File: config.mk
export PLATFORM = sky130hd
export DESIGN_NAME = vbsr_top
export DESIGN_NICKNAME = d
export VERILOG_FILES = /design/src/rtl/vbsr_pkg.sv /design/src/rtl/vbsr_cfg_ram.sv /design/src/rtl/vbsr_fifo_acct.sv /design/src/rtl/vbsr_top.sv
export VERILOG_INCLUDE_DIRS = /design/src /design/src/rtl
export SDC_FILE = /design/constraint.sdc
export NUM_CORES = 2
export LEC_CHECK = 0
export BUFFER_PORTS_ARGS = -buffer_cell sky130_fd_sc_hd__buf_2
export CORE_ASPECT_RATIO = 1.1
export CORE_MARGIN = 8
export CORE_UTILIZATION = 60
export CTS_BUF_LIST = sky130_fd_sc_hd__clkbuf_4 sky130_fd_sc_hd__clkbuf_8
export CTS_CLUSTER_SIZE = 25
export DETAILED_ROUTE_END_ITERATION = 16
export MAX_ROUTING_LAYER = met4
export PLACE_DENSITY = 0.76
export SYNTH_ARGS = -nofsm -noshare
export SYNTH_HDL_FRONTEND = slang
export SYNTH_HIERARCHICAL = 1
export SYNTH_SLANG_ARGS = --single-unit
File: constraint.sdc
create_clock -name MCLK_I -period 3.81 [get_ports MCLK_I]
set_clock_uncertainty 0.2 [all_clocks]
set_input_delay 0.762 -clock MCLK_I [delete_from_list [all_inputs] [get_ports MCLK_I]]
set_output_delay 0.762 -clock MCLK_I [all_outputs]
set_load 0.01 [all_outputs]
File: src/rtl/vbsr_cfg.svh
`ifndef VBSR_CFG_SVH
`define VBSR_CFG_SVH

// register offsets on the host port
`define VBSR_ADDR_INTCFG   8'hC2
`define VBSR_ADDR_RAMDATA  8'hC3
`define VBSR_ADDR_RAMLO    8'hC4
`define VBSR_ADDR_RAMHI    8'hC5
`define VBSR_ADDR_STATUS   8'hC6
`define VBSR_ADDR_WORDCNT  8'hC7

// interrupt pin config fields and reset
`define VBSR_INTCFG_POL    0
`define VBSR_INTCFG_ACT    1
`define VBSR_INTCFG_PIXOE  2
`define VBSR_INTCFG_RST    8'h04

// configuration ram geometry and reset values
`define VBSR_RAM_BYTES     512
`define VBSR_RAM_AW        9
`define VBSR_SLOT_BYTES    16
`define VBSR_SLOT_COUNT    32
`define VBSR_STD_SLOTS     12
`define VBSR_CUSTOM1_BASE  9'h1B0
`define VBSR_CUSTOM2_BASE  9'h1D0
`define VBSR_PTR_RST       9'h00F
`define VBSR_RAMDATA_RST   8'hDC
`define VBSR_PTR_STEP      9'h001
`define VBSR_RAMHI_BIT     0

// status register fields
`define VBSR_ST_FULL       7
`define VBSR_ST_EMPTY      6
`define VBSR_ST_SVC_W      6

// fifo defaults
`define VBSR_FIFO_BYTES    256
`define VBSR_WORD_SHIFT    1

`endif

File: src/rtl/vbsr_pkg.sv
package vbsr_pkg;

  // one decoded access from the serial host port
  typedef struct packed {
    logic       wr;
    logic       rd;
    logic [7:0] addr;
    logic [7:0] wdata;
  } vbsr_host_req_t;

  // one captured blanking line offered to the fifo
  typedef struct packed {
    logic       req;
    logic [8:0] bytes;
  } vbsr_line_req_t;

  // line admission outcome
  typedef enum logic [1:0] {
    VBSR_LINE_IDLE   = 2'b00,
    VBSR_LINE_ACCEPT = 2'b01,
    VBSR_LINE_REJECT = 2'b10
  } vbsr_line_res_t;

endpackage

File: src/rtl/vbsr_cfg_ram.sv
`timescale 1ns/1ps
`include "vbsr_cfg.svh"

module vbsr_cfg_ram
  import vbsr_pkg::*;
#(
  parameter int AW = `VBSR_RAM_AW
)(
  input  wire logic          clk_i,
  input  wire logic          rst_n_i,
  input  wire logic          ce_i,
  input  wire logic          wr_i,
  input  wire logic          rd_i,
  input  wire logic [7:0]    wdata_i,
  input  wire logic          load_lo_i,
  input  wire logic          load_hi_i,
  output logic      [7:0]    rdata_o,
  output logic      [AW-1:0] ptr_o
);

  // 512 bytes as 32 slots of 16
  // slots 12 and up include custom bases
  logic [7:0] mem [0:(1<<AW)-1];

  // byte under the counter, read by the host data port
  assign rdata_o = mem[ptr_o];

  always_ff @(posedge clk_i)
  begin
    if (ce_i && wr_i)
    begin
      mem[ptr_o] <= wdata_i;
    end
  end

  // address counter: load low/high, step on every data access
  always_ff @(posedge clk_i or negedge rst_n_i)
  begin
    if (!rst_n_i)
    begin
      ptr_o <= `VBSR_PTR_RST;
    end
    else if (ce_i)
    begin
      if (load_lo_i)
      begin
        ptr_o[7:0] <= wdata_i;
      end
      else if (load_hi_i)
      begin
        ptr_o[AW-1] <= wdata_i[`VBSR_RAMHI_BIT];
      end
      else if (wr_i || rd_i)
      begin
        ptr_o <= ptr_o + AW'(`VBSR_PTR_STEP);
      end
    end
  end

  a_ptr_step_access: assert property (
    @(posedge clk_i) disable iff (!rst_n_i)
    ce_i && (wr_i || rd_i) && !load_lo_i && !load_hi_i
    |=> ptr_o == AW'($past(ptr_o) + AW'(1)))
    else $error("config counter did not step");

  a_ptr_load_low: assert property (
    @(posedge clk_i) disable iff (!rst_n_i)
    ce_i && load_lo_i |=> ptr_o[7:0] == $past(wdata_i))
    else $error("config counter low byte not loaded");

endmodule // vbsr_cfg_ram

File: src/rtl/vbsr_fifo_acct.sv
`timescale 1ns/1ps
`include "vbsr_cfg.svh"

module vbsr_fifo_acct
  import vbsr_pkg::*;
#(
  parameter int DEPTH = `VBSR_FIFO_BYTES,
  parameter int CW    = $clog2(DEPTH + 1)
)(
  input  wire logic           clk_i,
  input  wire logic           rst_n_i,
  input  wire logic           ce_i,
  input  wire vbsr_line_req_t line_i,
  input  wire logic           pop_i,
  input  wire logic           flush_i,
  output vbsr_line_res_t      res_o,
  output logic      [CW-1:0]  fill_o
);

  int          need;
  int          room;
  logic        fits;
  logic        popping;

  // whole line must fit remaining space
  always_comb
  begin
    popping = pop_i && (fill_o != '0);
    // kept wide so a long line never wraps into a small one
    need    = int'(line_i.bytes);
    room    = DEPTH - int'(fill_o);
    fits    = need <= room;
  end

  // byte fill level of the fifo
  always_ff @(posedge clk_i or negedge rst_n_i)
  begin
    if (!rst_n_i)
    begin
      fill_o <= '0;
    end
    else if (ce_i)
    begin
      if (flush_i)
      begin
        fill_o <= '0;
      end
      else if (line_i.req && fits)
      begin
        fill_o <= CW'(fill_o + CW'(line_i.bytes) - CW'(popping));
      end
      else
      begin
        fill_o <= CW'(fill_o - CW'(popping));
      end
    end
  end

  // one-cycle admission result per offered line
  always_ff @(posedge clk_i or negedge rst_n_i)
  begin
    if (!rst_n_i)
    begin
      res_o <= VBSR_LINE_IDLE;
    end
    else if (ce_i)
    begin
      if (line_i.req && !flush_i)
      begin
        res_o <= fits ? VBSR_LINE_ACCEPT : VBSR_LINE_REJECT;
      end
      else
      begin
        res_o <= VBSR_LINE_IDLE;
      end
    end
  end

  a_discard_no_write: assert property (
    @(posedge clk_i) disable iff (!rst_n_i)
    ce_i && line_i.req && !fits && !flush_i && !pop_i
    |=> fill_o == $past(fill_o) && res_o == VBSR_LINE_REJECT)
    else $error("oversized line altered the fifo");

  a_fit_line_written: assert property (
    @(posedge clk_i) disable iff (!rst_n_i)
    ce_i && line_i.req && fits && !flush_i && !pop_i
    |=> fill_o == CW'($past(fill_o) + CW'($past(line_i.bytes))))
    else $error("fitting line was not written");

endmodule // vbsr_fifo_acct

File: src/rtl/vbsr_top.sv
`timescale 1ns/1ps
`include "vbsr_cfg.svh"

// Behaviour
// - pixel enable clear tristates pixel pins
// - bit 1 reads pin active, ignores writes
// - bit 0 picks polarity, low default
// - active low: pull low, else release
// - active high: drive high, else low
// - config memory: 32 slots of 16 bytes
// - data port accesses counter byte, increments
// - address registers load 9-bit start
// - status flags other than bit 6 clear only by one-write
// - bit 6 shows fifo empty live
// - line not fitting is dropped, flagged
// - later fitting lines still written
// - per-service sticky availability flags
// - word count reports two-byte words held
// - pin asserts when status and enable
module vbsr_top
  import vbsr_pkg::*;
#(
  parameter int FIFO_BYTES = `VBSR_FIFO_BYTES
)(
  input  wire logic           MCLK_I,
  input  wire logic           ARST_N_I,
  input  wire logic           CE_I,
  input  wire vbsr_host_req_t HOST_REQ_I,
  output logic      [7:0]     HOST_RDATA_O,
  input  wire logic [7:0]     IRQ_STATUS_I,
  input  wire logic [7:0]     IRQ_ENABLE_I,
  output logic                INTR_O,
  output logic                INTR_OE_O,
  input  wire logic           PIX_COND_I,
  output logic                PIX_OE_O,
  input  wire logic [5:0]     SVC_AVAIL_I,
  input  wire vbsr_line_req_t LINE_I,
  input  wire logic           FIFO_POP_I,
  input  wire logic           FIFO_FLUSH_I,
  output logic                LINE_ACCEPT_O,
  output logic                LINE_REJECT_O
);

  localparam int CW = $clog2(FIFO_BYTES + 1);

  logic             rst_meta;
  logic             rst_n;
  logic             int_pol;
  logic             int_act;
  logic             next_act;
  logic             pix_oe;
  logic [5:0]       svc_flags;
  logic             full_err;
  logic [7:0]       ram_rdata;
  logic [8:0]       ram_ptr;
  logic [CW-1:0]    fifo_fill;
  logic             fifo_empty;
  logic [7:0]       word_cnt;
  vbsr_line_res_t   line_res;
  logic             wr_intcfg;
  logic             wr_status;
  logic             acc_data_wr;
  logic             acc_data_rd;
  logic [7:0]       next_rdata;

  // register offset match
  function automatic logic hit(input logic [7:0] a, input logic [7:0] o);
    hit = (a == o);
  endfunction

  // reset release through two flops
  always_ff @(posedge MCLK_I or negedge ARST_N_I)
  begin
    if (!ARST_N_I)
    begin
      rst_meta <= 1'b0;
      rst_n    <= 1'b0;
    end
    else
    begin
      rst_meta <= 1'b1;
      rst_n    <= rst_meta;
    end
  end

  // host access decode
  always_comb
  begin
    wr_intcfg   = HOST_REQ_I.wr && hit(HOST_REQ_I.addr, `VBSR_ADDR_INTCFG);
    wr_status   = HOST_REQ_I.wr && hit(HOST_REQ_I.addr, `VBSR_ADDR_STATUS);
    acc_data_wr = HOST_REQ_I.wr
                  && hit(HOST_REQ_I.addr, `VBSR_ADDR_RAMDATA);
    acc_data_rd = HOST_REQ_I.rd && !HOST_REQ_I.wr
                  && hit(HOST_REQ_I.addr, `VBSR_ADDR_RAMDATA);
    // pin level from status and enable
    next_act    = |(IRQ_STATUS_I & IRQ_ENABLE_I);
    fifo_empty  = (fifo_fill == '0);
    word_cnt    = 8'(fifo_fill >> `VBSR_WORD_SHIFT);
  end

  // writable interrupt-config bits; active bit is not writable
  always_ff @(posedge MCLK_I or negedge rst_n)
  begin
    if (!rst_n)
    begin
      int_pol <= 1'(`VBSR_INTCFG_RST >> `VBSR_INTCFG_POL);
      pix_oe  <= 1'(`VBSR_INTCFG_RST >> `VBSR_INTCFG_PIXOE);
    end
    else if (CE_I && wr_intcfg)
    begin
      int_pol <= HOST_REQ_I.wdata[`VBSR_INTCFG_POL];
      pix_oe  <= HOST_REQ_I.wdata[`VBSR_INTCFG_PIXOE];
    end
  end

  // interrupt pin drive and its read-back copy
  always_ff @(posedge MCLK_I or negedge rst_n)
  begin
    if (!rst_n)
    begin
      int_act   <= 1'b0;
      INTR_O    <= 1'b0;
      INTR_OE_O <= 1'b0;
    end
    else if (CE_I)
    begin
      int_act <= next_act;
      if (int_pol)
      begin
        INTR_O    <= next_act;
        INTR_OE_O <= 1'b1;
      end
      else
      begin
        INTR_O    <= 1'b0;
        INTR_OE_O <= next_act;
      end
    end
  end

  always_ff @(posedge MCLK_I or negedge rst_n)
  begin
    if (!rst_n)
    begin
      PIX_OE_O <= 1'b0;
    end
    else if (CE_I)
    begin
      PIX_OE_O <= pix_oe && PIX_COND_I;
    end
  end

  // sticky flags, set beats one-write clear
  always_ff @(posedge MCLK_I or negedge rst_n)
  begin
    if (!rst_n)
    begin
      svc_flags <= '0;
    end
    else if (CE_I)
    begin
      svc_flags <= SVC_AVAIL_I | (svc_flags
                   & ~({6{wr_status}}
                   & HOST_REQ_I.wdata[`VBSR_ST_SVC_W-1:0]));
    end
  end

  always_ff @(posedge MCLK_I or negedge rst_n)
  begin
    if (!rst_n)
    begin
      full_err <= 1'b0;
    end
    else if (CE_I)
    begin
      if (line_res == VBSR_LINE_REJECT)
      begin
        full_err <= 1'b1;
      end
      else if (wr_status && HOST_REQ_I.wdata[`VBSR_ST_FULL])
      begin
        full_err <= 1'b0;
      end
    end
  end

  // line admission result to the capture path
  always_ff @(posedge MCLK_I or negedge rst_n)
  begin
    if (!rst_n)
    begin
      LINE_ACCEPT_O <= 1'b0;
      LINE_REJECT_O <= 1'b0;
    end
    else if (CE_I)
    begin
      LINE_ACCEPT_O <= (line_res == VBSR_LINE_ACCEPT);
      LINE_REJECT_O <= (line_res == VBSR_LINE_REJECT);
    end
  end

  // read data mux, registered one cycle after the read
  always_comb
  begin
    case (HOST_REQ_I.addr)
      `VBSR_ADDR_INTCFG:
        next_rdata = {5'h00, pix_oe, int_act, int_pol};
      `VBSR_ADDR_RAMDATA:
        next_rdata = ram_rdata;
      `VBSR_ADDR_RAMLO:
        next_rdata = ram_ptr[7:0];
      `VBSR_ADDR_RAMHI:
        next_rdata = {7'h00, ram_ptr[8]};
      `VBSR_ADDR_STATUS:
        next_rdata = {full_err, fifo_empty, svc_flags};
      `VBSR_ADDR_WORDCNT:
        next_rdata = word_cnt;
      default:
        next_rdata = 8'h00;
    endcase
  end

  // host read data register
  always_ff @(posedge MCLK_I or negedge rst_n)
  begin
    if (!rst_n)
    begin
      HOST_RDATA_O <= `VBSR_RAMDATA_RST;
    end
    else if (CE_I && HOST_REQ_I.rd && !HOST_REQ_I.wr)
    begin
      HOST_RDATA_O <= next_rdata;
    end
  end

  // configuration memory with its address counter
  vbsr_cfg_ram #(
    .AW (`VBSR_RAM_AW)
  ) u_cfg_ram (
    .clk_i     (MCLK_I),
    .rst_n_i   (rst_n),
    .ce_i      (CE_I),
    .wr_i      (acc_data_wr),
    .rd_i      (acc_data_rd),
    .wdata_i   (HOST_REQ_I.wdata),
    .load_lo_i (HOST_REQ_I.wr && hit(HOST_REQ_I.addr, `VBSR_ADDR_RAMLO)),
    .load_hi_i (HOST_REQ_I.wr && hit(HOST_REQ_I.addr, `VBSR_ADDR_RAMHI)),
    .rdata_o   (ram_rdata),
    .ptr_o     (ram_ptr)
  );

  // fifo space accounting and line admission
  vbsr_fifo_acct #(
    .DEPTH (FIFO_BYTES),
    .CW    (CW)
  ) u_fifo_acct (
    .clk_i   (MCLK_I),
    .rst_n_i (rst_n),
    .ce_i    (CE_I),
    .line_i  (LINE_I),
    .pop_i   (FIFO_POP_I),
    .flush_i (FIFO_FLUSH_I),
    .res_o   (line_res),
    .fill_o  (fifo_fill)
  );

  a_pixel_hiz: assert property (
    @(posedge MCLK_I) disable iff (!rst_n)
    CE_I && !pix_oe |=> !PIX_OE_O)
    else $error("pixel pins driven while disabled");

  a_active_ro: assert property (
    @(posedge MCLK_I) disable iff (!rst_n)
    CE_I |=> int_act == $past(next_act))
    else $error("active bit does not follow the pin");

  a_pol_write: assert property (
    @(posedge MCLK_I) disable iff (!rst_n)
    CE_I && wr_intcfg
    |=> int_pol == $past(HOST_REQ_I.wdata[`VBSR_INTCFG_POL]))
    else $error("polarity bit not written");

  a_open_drain_low: assert property (
    @(posedge MCLK_I) disable iff (!rst_n)
    CE_I && !int_pol |=> !INTR_O && INTR_OE_O == int_act)
    else $error("active-low pin not open drain");

  a_push_pull_high: assert property (
    @(posedge MCLK_I) disable iff (!rst_n)
    CE_I && int_pol && !wr_intcfg ##1 CE_I
    |=> INTR_OE_O && INTR_O == int_act)
    else $error("active-high pin not push-pull");

  a_sticky_hold: assert property (
    @(posedge MCLK_I) disable iff (!rst_n)
    CE_I && full_err
    && !(wr_status && HOST_REQ_I.wdata[`VBSR_ST_FULL]) |=> full_err)
    else $error("full error cleared without a one-write");

  a_empty_live: assert property (
    @(posedge MCLK_I) disable iff (!rst_n)
    HOST_REQ_I.rd && !HOST_REQ_I.wr && CE_I
    && hit(HOST_REQ_I.addr, `VBSR_ADDR_STATUS)
    |=> HOST_RDATA_O[`VBSR_ST_EMPTY] == $past(fifo_fill == '0))
    else $error("empty bit not live");

  a_full_flag_set: assert property (
    @(posedge MCLK_I) disable iff (!rst_n)
    CE_I && line_res == VBSR_LINE_REJECT |=> full_err && LINE_REJECT_O)
    else $error("discard did not raise the full error");

  a_svc_set_wins: assert property (
    @(posedge MCLK_I) disable iff (!rst_n)
    CE_I && SVC_AVAIL_I[5] |=> svc_flags[5])
    else $error("teletext flag not set by capture");

  a_word_count: assert property (
    @(posedge MCLK_I) disable iff (!rst_n)
    HOST_REQ_I.rd && !HOST_REQ_I.wr && CE_I
    && hit(HOST_REQ_I.addr, `VBSR_ADDR_WORDCNT)
    |=> HOST_RDATA_O == 8'($past(fifo_fill) >> `VBSR_WORD_SHIFT))
    else $error("word count is not half the byte fill");

  a_ptr_wrap: assert property (
    @(posedge MCLK_I) disable iff (!rst_n)
    CE_I && acc_data_wr && ram_ptr == 9'h1FF |=> ram_ptr == 9'h000)
    else $error("config counter did not wrap");

endmodule // vbsr_top

==> results.cfg <==
[finish]
areaGrowthSynthToFinish_pct = 20.6
fin_cells = 14200
drive_gt1_share_pct = 37.2
final_cell_mix = edfxtp_1, buf_4, mux4_2, clkbuf_8, nor2_1
nets = 10300
fillCellCount = 14900
final_common_cell = edfxtp_1

[setup_path]
r2r-start = u_cfg_ram/ptr_o[0]
ff2ff_setup_slack_ns = -0.80
worstPathMaxFanout = 5
path_delay_family = compound AO/OA/AOI/OAI gates
crit_path_end = HOST_RDATA_O[4]
crit_cells = 15
reg2reg_depth = 15
crit_start = u_cfg_ram/ptr_o[0]
cp-start-kind = flop
path_class = flop to flop
end_kind = flop
cp.required_ns = 4.60
slowest_stage = dfstp_4
cp_num_buf_inv = 5
timing.rr.end = HOST_RDATA_O[4]
crit_arrival_ns = 5.39
path_cells = buf_16 > buf_16 > buf_12 > mux4_2 > a22o_1 > a2111oi_4 > buf_4 > o211ai_1 > nor4_4 > buf_4 > nand4_1 > mux2i_1 > nor2_1 > a221oi_2 > o21ai_1
cpPeakStageDelay_ns = 0.71

[power]
p_switching_mw = 20.8
power.density_mw_per_mm2 = 473
p_comb_share_pct = 7.0
ir_drop_v = 0.000299
total_power_mw = 92.4
leakage_nw = 63.9
swShare_pct = 22.5
power_frac_seq_pct = 54.3
intPower_mw = 71.6
clockPowerShare_pct = 38.7

[run_status]
violations = setup timing
status = finished, violations left

[synth]
synth_cells = 8059
yosysWarningCount = 6
avgSynthCellArea_um2 = 20.1
synthFlopType = edfxtp_1
synthDistinctLibCells = 99
yosys.area.top_type = edfxtp_1
synthDominantCellAreaShare_pct = 75.9
synth_seq_area_share_pct = 76.6
synth_enable_flop_cells = 4096
synth-async-reset-ratio_pct = 1.09
ys_ff_latch = 4141
synth_area_mm2 = 0.162
synth_fp_nets = 8147
synth_area_leaders = edfxtp_1, mux4_2, mux2i_1

[place]
place_inst = 12900
dp_slack_ns = -1.83
gp_congestion = 0.981
hpwl_um = 317000
io_buffers = 68

[route]
wl_um = 484000
vias = 95800
routedWlPerCell_um = 34.0
drc = 0
antenna_left = 0
drt_iter0_drc = 15000
dr.pass1.iters = 7
routed_via_density = 6.73

[global_routing]
track_usage_pct = 33.8
grt-ovfl-total = 0
grt_max_degree = 137
grt_pass1_vias = 95200
grt_pass1_wl_um = 681000
antenna_found_initial = 28

[timing]
finalCritPeriodShare_pct = 121
rsz0062_at_grt = true
fin_crit_ns = 4.61
worst-slew-pin-transition_ns = 1.21
relSlewSlack_pct = 17.1
layout_setup_ws_ns = -0.796
setup_violations = 8
hold_viol_final = 0
fmax_mhz = 217
slew_violations = 0

[clocking]
clkLatencyLatePin_ns = 1.10
cts.sinks = 4141
cts_max_level = 6
cts_buffers = 627
cts_buffer_depth = 4
cts_root_buffer = clkbuf_8
tritoncts = done
clk_pin_slew_ns = 0.06

[floorplanning]
die_y_um = 561
core-area_mm2 = 0.269
io_pins = 69
fp.dieArea_mm2 = 0.287
dieWidth_um = 512
start_util_pct = 60.2
fp-row-count = 200

[run]
drv_cap = 0

[min_path]
hold_path_class = input pin to flop
==> registers in the layout, indices dropped and copies added (netlist names) <==
register            count
u_cfg_ram/mem        4096
u_cfg_ram/ptr_o         9
u_fifo_acct/fill_o      9
HOST_RDATA_O            8
svc_flags               6
u_fifo_acct/res_o       2
INTR_O                  1
INTR_OE_O               1
LINE_ACCEPT_O           1
LINE_REJECT_O           1
PIX_OE_O                1
full_err                1
int_act                 1
int_pol                 1
pix_oe                  1
rst_meta                1
rst_n                   1
==> worst reg2reg max path: stages (launching register included) <==
cell       delay (ns)
dfstp_4          0.71
buf_16           0.18
buf_16           0.16
buf_12           0.13
mux4_2           0.63
a22o_1           0.28
a2111oi_4        0.44
buf_4            0.19
o211ai_1         0.24
nor4_4           0.46
buf_4            0.18
nand4_1          0.22
mux2i_1          0.21
nor2_1           0.07
a221oi_2         0.19
o21ai_1          0.09
==> metal layers <==
layer	share of wire [%]	global-route usage [%]	vias to the layer above
met1	34	43.6	48600
met2	46	50.1	7866
met3	14	9.74	1413
met4	5.8	16.5	0
li1	-	-	37900
met5	0	-	-
==> final cells by class <==
type                    count  area [um2]  share of cell area (%)
inverters                  51         194                  0.0992
well taps                3535        4420                    2.26
clock buffers             817       10100                    5.17
multi-input cells        3362       36400                    18.6
flip-flops and latches   4141      124000                    63.5
diodes                     34        85.1                  0.0435
repair buffers           1995       18200                    9.33
clock inverters           287        1940                   0.994
==> cells by family (layout without fill, tap and decap cells) <==
family / Yosys count / count (layout) / share of synthesized area (%)
flip-flops: 4141 / 4141 / 76.6
multiplexers: 1299 / 1299 / 14.3
AND/OR/NAND/NOR: 1176 / 1176 / 3.33
AO/OA/AOI/OAI: 840 / 840 / 3.70
buffers and inverters: 556 / 3150 / 1.82
adder cells (fa/ha/maj): 32 / 32 / 0.252
XOR/XNOR: 14 / 14 / 0.0756
other: 1 / 35 / 0.00231
==> how the worst min path moves through the flow <==
| stage | from | to | cells after the start |
|---|---|---|---|
| after floorplan | rst_meta | rst_n | 0 |
| after global placement | rst_n | u_fifo_acct/res_o[0] | 0 |
| after detailed placement | rst_n | u_fifo_acct/res_o[0] | 0 |
| after CTS | HOST_REQ_I[13] | pix_oe | 5 |
| after global routing | HOST_REQ_I[5] | u_cfg_ram/mem[492][5] | 1 |
| final | HOST_REQ_I[5] | u_cfg_ram/mem[492][5] | 1 |
==> Yosys cell counts, types with 7 or more instances <==
| library cell | n |
|---|---|
| a2111oi_0 | 10 |
| a211oi_1 | 19 |
| a21oi_1 | 97 |
| a221oi_1 | 83 |
| a22o_1 | 57 |
| a22oi_1 | 190 |
| a31oi_1 | 73 |
| a32oi_1 | 17 |
| and3_1 | 28 |
| and3b_1 | 8 |
| and4_1 | 8 |
| buf_1 | 30 |
| buf_2 | 165 |
| buf_4 | 72 |
| buf_6 | 39 |
| clkbuf_1 | 192 |
| dfrtp_1 | 35 |
| dfstp_2 | 10 |
| edfxtp_1 | 4096 |
| ha_1 | 31 |
| inv_1 | 45 |
| mux2_2 | 37 |
| mux2i_1 | 454 |
| mux4_2 | 804 |
| nand2_1 | 177 |
| nand2b_1 | 7 |
| nand3_1 | 101 |
| nand4_1 | 68 |
| nor2_1 | 602 |
| nor2b_1 | 18 |
| nor3_1 | 47 |
| nor3b_1 | 13 |
| nor4_1 | 44 |
| o2111ai_1 | 11 |
| o211ai_1 | 15 |
| o21ai_0 | 63 |
| o221ai_1 | 13 |
| o22ai_1 | 129 |
| or4_1 | 12 |
| xnor2_1 | 8 |
==> per-stage QoR <==
stage / area (um2) / utilization [%] / setup TNS (ns) / hold slack [ns]
CTS: 194000 / 72.2 / -5.31 / 0.0115
floorplan: 162000 / - / 0 / 0.131
global placement: 180000 / 66.7 / -11.23 / 0.142
global route: 195000 / 72.6 / -6.03 / 0.0257
detailed placement: 180000 / 66.7 / -11.42 / 0.153
finish: 195000 / 72.6 / -5.82 / 0.0614
==> timing repair <==
action | 4_1_cts | 5_1_grt
hold buffers | 36 | 0
gates resized for setup | 214 | 88
buffers inserted | 65 | 74
cloned | 16 | 4
endpoints found under the hold margin | 129 | 0
pin swaps | 45 | 51
setup endpoints to repair | 8 | 9
==> power by group through the flow <==
stage / Clock, mW / Sequential, mW / Combinational [mW]
finish: 35.8 / 50.2 / 6.44
global route: 37.8 / 50.2 / 6.72
CTS: 35.9 / 50.2 / 6.17
detailed placement: 0 / 51.1 / 5.72
global placement: 0 / 51.1 / 5.60
floorplan: 0 / 51.2 / 3.22
Note: power is estimated with default switching activity, not from simulation.
